File: src/rtl/sorl_pkg.sv
// Constants shared by the safety output release logic
// Assumes a 20 MHz core clock; all timing counts derive from it
package sorl_pkg;
  localparam int unsigned CLK_HZ = 20000000;
  // Indicator flash rate while waiting for release
  localparam int unsigned FLASH_HZ = 5;
  localparam int unsigned FLASH_HALF_CYC = CLK_HZ / (2 * FLASH_HZ);
  // Longest allowed skew between the two safety inputs switching off
  localparam int unsigned DISC_MS = 500;
  localparam int unsigned DISC_CYC = (CLK_HZ / 1000) * DISC_MS;
  // APB register byte offsets
  localparam logic [7:0] CTRL_OFS = 8'h00;
  localparam logic [7:0] STATUS_OFS = 8'h04;
  localparam logic [7:0] DIAG_REQ_OFS = 8'h08;
  // Control field positions
  localparam int unsigned CTRL_MANUAL_BIT = 0;
  localparam int unsigned CTRL_DISC_EN_BIT = 1;
  localparam logic [1:0] CTRL_RST = 2'h0;
  // Serial request bit that acknowledges a discrepancy fault
  localparam int unsigned REQ_DISC_ACK_BIT = 6;
  localparam logic [7:0] DIAG_REQ_RST = 8'h00;
  // Release states
  typedef enum logic [1:0]
  {
    ST_WAIT = 2'b00,
    ST_ARMED = 2'b01,
    ST_RELEASED = 2'b10,
    ST_FAULT = 2'b11
  } sorl_state_t;
endpackage

File: src/rtl/sorl_sync_if.sv
// Bundle of synchronised input levels and edges passed between modules
// Assumes all members are on the core clock
`timescale 1ns/1ps
interface sorl_sync_if;
  logic feedback;
  logic safe_a;
  logic safe_b;
  logic reset_fall;
  logic ack_fall;
  modport src (output feedback, safe_a, safe_b, reset_fall, ack_fall);
  modport dst (input feedback, safe_a, safe_b, reset_fall, ack_fall);
endinterface

File: src/rtl/sorl_disc_timer.sv
// Discrepancy timer: measures how long the two safety inputs disagree
// Assumes synchronised inputs on the core clock
`timescale 1ns/1ps
module sorl_disc_timer #(
  parameter int unsigned LIMIT = 10000000
) (
  input wire logic clk_in,
  input wire logic arst_n_in,
  input wire logic enable_in,
  input wire logic safe_a_in,
  input wire logic safe_b_in,
  output logic expired_out
);
  // One spare count so that the pulse marks the cycle after the limit
  localparam int W = $clog2(LIMIT + 2);
  initial
  begin
    if (LIMIT < 1)
      $error("sorl_disc_timer LIMIT must be at least one");
  end
  logic [W-1:0] cnt_reg, cnt_next;
  logic exp_reg, exp_next;

  // Count while inputs differ; exceeding the limit gives a one-cycle pulse
  always_comb
  begin
    cnt_next = '0;
    exp_next = 1'b0;
    if (enable_in && (safe_a_in != safe_b_in))
    begin
      if (cnt_reg == W'(LIMIT + 1))
        cnt_next = cnt_reg;
      else
        cnt_next = cnt_reg + W'(1);
      exp_next = (cnt_reg == W'(LIMIT)); // Strictly more than limit
    end
  end

  always_ff @(posedge clk_in or negedge arst_n_in)
  begin
    if (!arst_n_in)
    begin
      cnt_reg <= '0;
      exp_reg <= 1'b0;
    end
    else
    begin
      cnt_reg <= cnt_next;
      exp_reg <= exp_next;
    end
  end

  assign expired_out = exp_reg;
endmodule

File: src/rtl/sorl_in_sync.sv
// Two-stage synchronisers and edge detectors for the pin inputs
// Assumes pin levels are asynchronous to the core clock
`timescale 1ns/1ps
module sorl_in_sync #(
  parameter int unsigned N = 5
) (
  input wire logic clk_in,
  input wire logic arst_n_in,
  input wire logic [N-1:0] pins_in,
  sorl_sync_if.src sync
);
  initial
  begin
    if (N != 5)
      $error("sorl_in_sync expects five inputs");
  end
  logic [N-1:0] s1_reg, s1_next;
  logic [N-1:0] s2_reg, s2_next;
  logic [N-1:0] s3_reg, s3_next;

  // Stage one feeds stage two only; edges come from stages two and three
  always_comb
  begin
    s1_next = pins_in;
    s2_next = s1_reg;
    s3_next = s2_reg;
  end

  always_ff @(posedge clk_in or negedge arst_n_in)
  begin
    if (!arst_n_in)
    begin
      s1_reg <= '0;
      s2_reg <= '0;
      s3_reg <= '0;
    end
    else
    begin
      s1_reg <= s1_next;
      s2_reg <= s2_next;
      s3_reg <= s3_next;
    end
  end

  // Bit order: 0 feedback, 1 input a, 2 input b, 3 reset button, 4 ack button
  assign sync.feedback = s2_reg[0];
  assign sync.safe_a = s2_reg[1];
  assign sync.safe_b = s2_reg[2];
  assign sync.reset_fall = s3_reg[3] & ~s2_reg[3]; // Release edge
  assign sync.ack_fall = s3_reg[4] & ~s2_reg[4];
endmodule

File: src/rtl/sorl_top.sv
// Safety output release logic with APB control and discrepancy latch
// Assumes pins are asynchronous; the fault latch is backed by external
// non-volatile storage through the NV_* ports
`timescale 1ns/1ps
module sorl_top #(
  parameter int unsigned DISC_CYCLES = sorl_pkg::DISC_CYC,
  parameter int unsigned FLASH_CYCLES = sorl_pkg::FLASH_HALF_CYC
) (
  input wire logic MCLK_IN,
  input wire logic ARST_N_IN,
  input wire logic PSEL_IN,
  input wire logic PENABLE_IN,
  input wire logic PWRITE_IN,
  input wire logic [7:0] PADDR_IN,
  input wire logic [31:0] PWDATA_IN,
  output logic [31:0] PRDATA_OUT,
  output logic PREADY_OUT,
  output logic PSLVERR_OUT,
  input wire logic FEEDBACK_LOOP_IN,
  input wire logic SAFETY_INPUT_A_IN,
  input wire logic SAFETY_INPUT_B_IN,
  input wire logic RESET_BUTTON_IN,
  input wire logic ACK_BUTTON_IN,
  input wire logic NV_FAULT_IN,
  output logic NV_FAULT_OUT,
  output logic SAFETY_OUTPUT_A_OUT,
  output logic SAFETY_OUTPUT_B_OUT,
  output logic YELLOW_LED_OUT,
  output logic DISC_FAULT_OUT
);
  initial
  begin
    if (DISC_CYCLES < 1 || FLASH_CYCLES < 1)
      $error("sorl_top counts must be at least one");
  end
  localparam int FW = $clog2(FLASH_CYCLES + 1);

  sorl_sync_if sync ();
  logic disc_expired;
  logic nv_s1_reg, nv_s2_reg;

  sorl_in_sync #(.N(5)) u_sync (
    .clk_in(MCLK_IN),
    .arst_n_in(ARST_N_IN),
    .pins_in({ACK_BUTTON_IN, RESET_BUTTON_IN, SAFETY_INPUT_B_IN, SAFETY_INPUT_A_IN, FEEDBACK_LOOP_IN}),
    .sync(sync)
  );

  // Control registers and serial request byte
  logic [1:0] ctrl_reg, ctrl_next;
  logic [7:0] req_reg, req_next;
  logic [31:0] rdata_reg, rdata_next;
  logic manual_reset_variant, disc_en;
  assign manual_reset_variant = ctrl_reg[sorl_pkg::CTRL_MANUAL_BIT];
  assign disc_en = ctrl_reg[sorl_pkg::CTRL_DISC_EN_BIT];

  sorl_disc_timer #(.LIMIT(DISC_CYCLES)) u_disc (
    .clk_in(MCLK_IN),
    .arst_n_in(ARST_N_IN),
    .enable_in(disc_en),
    .safe_a_in(sync.safe_a),
    .safe_b_in(sync.safe_b),
    .expired_out(disc_expired)
  );

  // Writes happen on the APB access cycle, reads sample the registers in the setup cycle; zero wait states
  logic wr_en, rd_en;
  assign wr_en = PSEL_IN & PENABLE_IN & PWRITE_IN;
  assign rd_en = PSEL_IN & PENABLE_IN & ~PWRITE_IN;
  assign PREADY_OUT = 1'b1;

  function automatic logic addr_ok(input logic [7:0] a);
    addr_ok = (a == sorl_pkg::CTRL_OFS) || (a == sorl_pkg::STATUS_OFS) || (a == sorl_pkg::DIAG_REQ_OFS);
  endfunction

  assign PSLVERR_OUT = PSEL_IN & PENABLE_IN & ~addr_ok(PADDR_IN);

  // Release state machine and fault latch
  sorl_pkg::sorl_state_t state_reg, state_next;
  logic fault_reg, fault_next;
  logic [1:0] nv_cnt_reg, nv_cnt_next;
  logic nv_loaded;
  logic [FW-1:0] flash_cnt_reg, flash_cnt_next;
  logic flash_reg, flash_next;
  logic serial_ack;
  logic ack_event;
  logic safe_ok;

  // Serial acknowledge is the falling edge of request bit 6
  assign serial_ack = wr_en && (PADDR_IN == sorl_pkg::DIAG_REQ_OFS)
    && req_reg[sorl_pkg::REQ_DISC_ACK_BIT] && !PWDATA_IN[sorl_pkg::REQ_DISC_ACK_BIT];
  assign ack_event = serial_ack | sync.ack_fall;
  assign safe_ok = sync.safe_a & sync.safe_b;
  // The stored level is trusted only once both sync stages hold post-reset samples
  assign nv_loaded = (nv_cnt_reg == 2'h3);

  // Bus registers next state
  always_comb
  begin
    ctrl_next = ctrl_reg;
    req_next = req_reg;
    rdata_next = rdata_reg;
    if (wr_en && (PADDR_IN == sorl_pkg::CTRL_OFS))
      ctrl_next = PWDATA_IN[1:0];
    if (wr_en && (PADDR_IN == sorl_pkg::DIAG_REQ_OFS))
      req_next = PWDATA_IN[7:0];
    if (PSEL_IN && !PENABLE_IN && !PWRITE_IN)
    begin
      case (PADDR_IN)
        sorl_pkg::CTRL_OFS: rdata_next = {30'h0, ctrl_reg};
        sorl_pkg::STATUS_OFS: rdata_next = {25'h0, sync.feedback, sync.safe_b, sync.safe_a,
                                            fault_reg, state_reg, (state_reg == sorl_pkg::ST_RELEASED)};
        sorl_pkg::DIAG_REQ_OFS: rdata_next = {24'h0, req_reg};
        default: rdata_next = 32'h0;
      endcase
    end
  end

  always_ff @(posedge MCLK_IN or negedge ARST_N_IN)
  begin
    if (!ARST_N_IN)
    begin
      ctrl_reg <= sorl_pkg::CTRL_RST;
      req_reg <= sorl_pkg::DIAG_REQ_RST;
      rdata_reg <= 32'h0;
    end
    else
    begin
      ctrl_reg <= ctrl_next;
      req_reg <= req_next;
      rdata_reg <= rdata_next;
    end
  end
  assign PRDATA_OUT = rd_en ? rdata_reg : 32'h0;

  // Stored fault level is a pin from the storage device, so it is synchronised
  always_ff @(posedge MCLK_IN or negedge ARST_N_IN)
  begin
    if (!ARST_N_IN)
    begin
      nv_s1_reg <= 1'b0;
      nv_s2_reg <= 1'b0;
    end
    else
    begin
      nv_s1_reg <= NV_FAULT_IN;
      nv_s2_reg <= nv_s1_reg;
    end
  end

  // Release decision; a new discrepancy wins over an acknowledge in the same cycle
  always_comb
  begin
    state_next = state_reg;
    fault_next = fault_reg;
    nv_cnt_next = nv_loaded ? nv_cnt_reg : nv_cnt_reg + 2'h1;
    if (!nv_loaded)
    begin
      // Sync stages were cleared by reset, so the stored level loads on the third edge
      if (nv_cnt_reg == 2'h2)
        fault_next = nv_s2_reg; // Restore stored fault after power-up
    end
    else if (disc_expired)
      fault_next = 1'b1;
    else if (ack_event)
      fault_next = 1'b0;
    case (state_reg)
      sorl_pkg::ST_WAIT:
      begin
        if (fault_reg)
          state_next = sorl_pkg::ST_FAULT;
        else if (nv_loaded && sync.feedback && safe_ok)
        begin
          if (manual_reset_variant)
            state_next = sorl_pkg::ST_ARMED; // Loop alone does not release
          else
            state_next = sorl_pkg::ST_RELEASED; // Level only, no edge
        end
      end
      sorl_pkg::ST_ARMED:
      begin
        if (fault_reg || disc_expired)
          state_next = sorl_pkg::ST_FAULT;
        else if (!sync.feedback || !safe_ok || !manual_reset_variant)
          state_next = sorl_pkg::ST_WAIT;
        else if (sync.reset_fall)
          state_next = sorl_pkg::ST_RELEASED; // Switch on at button release
      end
      sorl_pkg::ST_RELEASED:
      begin
        if (disc_expired || fault_reg)
          state_next = sorl_pkg::ST_FAULT;
        else if (!safe_ok)
          state_next = sorl_pkg::ST_WAIT;
      end
      sorl_pkg::ST_FAULT:
      begin
        if (!fault_reg)
          state_next = sorl_pkg::ST_WAIT; // Blocked until acknowledged
      end
      default: state_next = sorl_pkg::ST_WAIT;
    endcase
    // Either safety input dropping while released returns to waiting
    if (state_reg == sorl_pkg::ST_RELEASED && state_next == sorl_pkg::ST_RELEASED && !safe_ok)
      state_next = sorl_pkg::ST_WAIT;
  end

  // Flash divider for the yellow indicator while waiting
  always_comb
  begin
    flash_cnt_next = flash_cnt_reg + FW'(1);
    flash_next = flash_reg;
    if (flash_cnt_reg >= FW'(FLASH_CYCLES - 1))
    begin
      flash_cnt_next = '0;
      flash_next = ~flash_reg;
    end
  end

  always_ff @(posedge MCLK_IN or negedge ARST_N_IN)
  begin
    if (!ARST_N_IN)
    begin
      state_reg <= sorl_pkg::ST_WAIT;
      fault_reg <= 1'b0;
      nv_cnt_reg <= 2'h0;
      flash_cnt_reg <= '0;
      flash_reg <= 1'b0;
    end
    else
    begin
      state_reg <= state_next;
      fault_reg <= fault_next;
      nv_cnt_reg <= nv_cnt_next;
      flash_cnt_reg <= flash_cnt_next;
      flash_reg <= flash_next;
    end
  end

  // Outputs decoded from registered state; no glitch path from pins
  logic released;
  assign released = (state_reg == sorl_pkg::ST_RELEASED);
  assign SAFETY_OUTPUT_A_OUT = released;
  assign SAFETY_OUTPUT_B_OUT = released;
  assign YELLOW_LED_OUT = released | ((state_reg != sorl_pkg::ST_FAULT) & flash_reg);
  assign DISC_FAULT_OUT = fault_reg;
  assign NV_FAULT_OUT = fault_reg; // Written through to storage
endmodule

File: config.mk
export PLATFORM = sky130hd
export DESIGN_NAME = sorl_top
export DESIGN_NICKNAME = d
export VERILOG_FILES = /design/src/rtl/sorl_pkg.sv /design/src/rtl/sorl_sync_if.sv /design/src/rtl/sorl_disc_timer.sv /design/src/rtl/sorl_in_sync.sv /design/src/rtl/sorl_top.sv
export SDC_FILE = /design/constraint.sdc
export NUM_CORES = 1
export LEC_CHECK = 0
export BUFFER_PORTS_ARGS = -buffer_cell sky130_fd_sc_hd__buf_2
export CAP_MARGIN = 25
export CORE_MARGIN = 4
export CORE_UTILIZATION = 30
export CTS_CLUSTER_SIZE = 40
export DETAILED_ROUTE_END_ITERATION = 8
export SYNTH_ARGS = -nofsm -noshare
export SYNTH_HDL_FRONTEND = slang
export SYNTH_SLANG_ARGS = --single-unit
File: constraint.sdc
create_clock -name MCLK_IN -period 3.1 [get_ports MCLK_IN]
set_clock_uncertainty 0.2 [all_clocks]
set_input_delay 0.465 -clock MCLK_IN [delete_from_list [all_inputs] [get_ports MCLK_IN]]
set_output_delay 0.465 -clock MCLK_IN [all_outputs]
set_load 0.1 [all_outputs]
==> qor.yml <==
placed_design:
  post-dp-hpwl_um: 5920
  gp_congestion: 0.779
  numPortBuffers: 40
  pre_cts_ws_ps: 706
  dpl.cell_count: 638
floorplan:
  floorplan.initialDensity: 0.308
  core_area_um2: 13900
  pin_count: 90
  die_x_um: 128
  die_y_um: 128
  die_area_um2: 16300
  num_rows: 43
routing:
  wl_um: 8370
  dr_total_vias: 3216
  drt_iter0_markers: 198
  post_drt_wl_per_cell_um: 12.8
  viasPerCell: 4.91
  drc: 0
  postRouteAntennaNets: 0
  drtPass1Iterations: 4
critical_path:
  critPathRequiredTime_ps: 3150
  path_cells: "nand4_4, or4_1, or4_4, a211oi_2"
  worst_ep_arrival_time_ps: 2460
  r2r-end: "flash_cnt_reg[19]$_DFF_PN0_"
  criticalPathCategory: "register to register"
  worst_path_max_delay_cell: "or4_1"
  reg2regPathDepth: 4
  cp_max_fo: 10
  start_kind: "register"
  reg2reg_from: "flash_cnt_reg[2]$_DFF_PN0_"
  r2r_slack_ps: 690
  crit_path_end_kind: "register"
  slowest_delay_ps: 710
power:
  power.clock.fraction: 0.399
  internal_power_mw: 1.78
  seqPwrFrac: 0.445
  ir_worst_vdd_mv: 0.346
  power.density_nw_per_um2: 517
  swShare: 0.300
  p_sw_uw: 762
  p_leak_nw: 2.02
  pwr-share-comb: 0.156
clocking:
  cts-htree-levels: 3
  cts_resized: 0
  cts_buffer_depth: 2
  cts_buffers: 9
  clock_sinks: 84
  clock_latency_ps: 330
  cts.clk_slew.worst_paths_ps: 60
  root_buffer: "clkbuf_16"
  cts_tree: "done"
sta:
  rsz0062_at_grt: "false"
  final.setup.tns_ps: 0
  timing.final.crit_share: 0.777
  fin_crit_ps: 2410
  worst_pin_slew_ps: 579
  fmax_mhz: 415
  setup-violations-final: 0
  slew_headroom: 0.613
  finalHoldViolations: 0
  drv_slew: 0
  setup_ws_ps: 692
min_path:
  hp-class: "primary input to register"
  min_path_cells: 1
  hp-start: "ACK_BUTTON_IN"
  hold_end: "u_sync.s1_reg[4]$_DFF_PN0_"
global_routing:
  grt_pass1_vias: 3136
  grt_util_all_layers: 0.108
  antenna_found_initial: 0
  grt_max_degree: 85
  grt_pass1_wl_um: 14700
  grt-ovfl-total: 0
cells_and_area:
  nets: 528
  layout_common_cells: "84 x dfrtp_1, 39 x buf_2, 34 x nand2_1"
  stdcell_count: 655
  layout-drive-gt1-share: 0.173
  area_delta_synth_final_pct: 14.4
  final_common_cell: "dfrtp_1"
  n_antenna_cell: 0
  largest_reg_flops: 24
logic_synthesis:
  synthTopCellsByArea: "dfrtp_1 49%, buf_4 4.7%, xnor2_1 3.3%"
  async_flop_share: 1.00
  syn_area_um2: 4300
  synthFlopType: "dfrtp_1"
  synth_area_per_cell_um2: 9.99
  netlist_instances: 430
  synth_cell_type_count: 50
  ys_warn_count: 0
  ys_ff_latch: 84
  synth_top_area_share: 0.489
  yosysTopAreaCell: "dfrtp_1"
  synth-seq-area-share: 0.489
  synth-edff-count: 0
run:
  drv_cap: 0
status:
  status: "completed"
-- synth_stat cells, types with 2 or more instances --
master,n
nand4_1,10
ha_1,7
nand3_1,15
or2_2,2
dfrtp_1,84
mux2_2,10
nor2_1,23
or4_1,11
and2_1,9
nor2b_1,4
or4_4,2
a211oi_1,9
and3_1,3
nand2_1,34
xnor2_1,16
nor4b_1,3
inv_1,15
a21oi_1,16
buf_4,27
o21ai_0,17
and4_1,3
nand4b_1,2
conb_1,2
o31ai_1,15
nand2b_1,2
nor4_1,4
a22oi_1,5
nor3b_1,2
a21o_1,2
or3_1,14
clkbuf_1,13
mux2i_1,4
xor2_1,7
nor3_1,22
-- through the flow --
| step | hold slack, ps | utilization | power [mW] | area [µm²] |
|---|---|---|---|---|
| detailed placement | 135 | 0.331 | 1.55 | 4620 |
| global placement | 133 | 0.331 | 1.55 | 4620 |
| CTS | 17.3 | 0.353 | 2.58 | 4920 |
| global route | 20.4 | 0.353 | 2.66 | 4920 |
| floorplan | -30.6 | - | 1.50 | 4380 |
| finish | 32.5 | 0.353 | 2.54 | 4920 |
-- routing by layer --
metal  vias up  GRT usage  part of all wire  wire length, µm
met4         0     0.0194            0.0063               53
met1      1548      0.144              0.46             3880
met5         -          0                 0                0
met3         8     0.0363             0.068              566
li1       1577          -                 -                -
met2        83      0.175              0.46             3870
-- critical path: cells and delay by family (launching register included) --
kind | cells | cell delay [ps]
and+or+nand+nor | 3 | 1450
DFF | 1 | 460
AOI/OAI and AO/OA | 1 | 220
-- how the worst max path moves through the flow --
stage	depth (start not counted)	slack, ps	endpoint	from
3_3_place_gp	4	750	flash_cnt_reg[19]$_DFF_PN0_	flash_cnt_reg[2]$_DFF_PN0_
4_1_cts	4	680	u_disc.cnt_reg[20]$_DFFE_PN0P_	u_disc.cnt_reg[9]$_DFFE_PN0P_
6_report	4	690	flash_cnt_reg[19]$_DFF_PN0_	flash_cnt_reg[2]$_DFF_PN0_
3_5_place_dp	4	710	u_disc.cnt_reg[20]$_DFFE_PN0P_	u_disc.cnt_reg[9]$_DFFE_PN0P_
2_1_floorplan	2	220	PSLVERR_OUT	PADDR_IN[5]
5_1_grt	4	500	u_disc.cnt_reg[20]$_DFFE_PN0P_	u_disc.cnt_reg[8]$_DFFE_PN0P_
-- what timing repair did --
action	4_1_cts	5_1_grt
hold endpoints to repair	84	0
hold buffers	1	0
buffers inserted	0	0
-- power groups by stage --
stage	sequential (mW)	combinational, mW	clock (mW)
floorplan	1.14	0.356	0
global placement	1.15	0.397	0
detailed placement	1.15	0.397	0
CTS	1.13	0.399	1.05
global route	1.13	0.416	1.11
finish	1.13	0.396	1.01
-- cell type report --
class                      count  area (µm²)
fill                        1423        9020
timing repair buffer          48         278
clock inverter                 3        20.0
sequential                    84        2100
inverter                      15        56.3
tap                          180         225
multi-input combinational    312        1960
clock buffer                  13         270
-- kinds of logic (layout without fill, tap and decap cells) --
family	Yosys count	count (layout)	share of synthesized area
AO/OA/AOI/OAI	73	73	0.111
XOR/XNOR	23	23	0.0469
adder cells (fa/ha/maj)	7	7	0.0204
buffers and inverters	57	79	0.0740
flip-flops	84	84	0.489
multiplexers	14	14	0.0355
other	2	25	0.00175
AND/OR/NAND/NOR	170	170	0.221
Note: power is estimated with default switching activity, not from simulation.
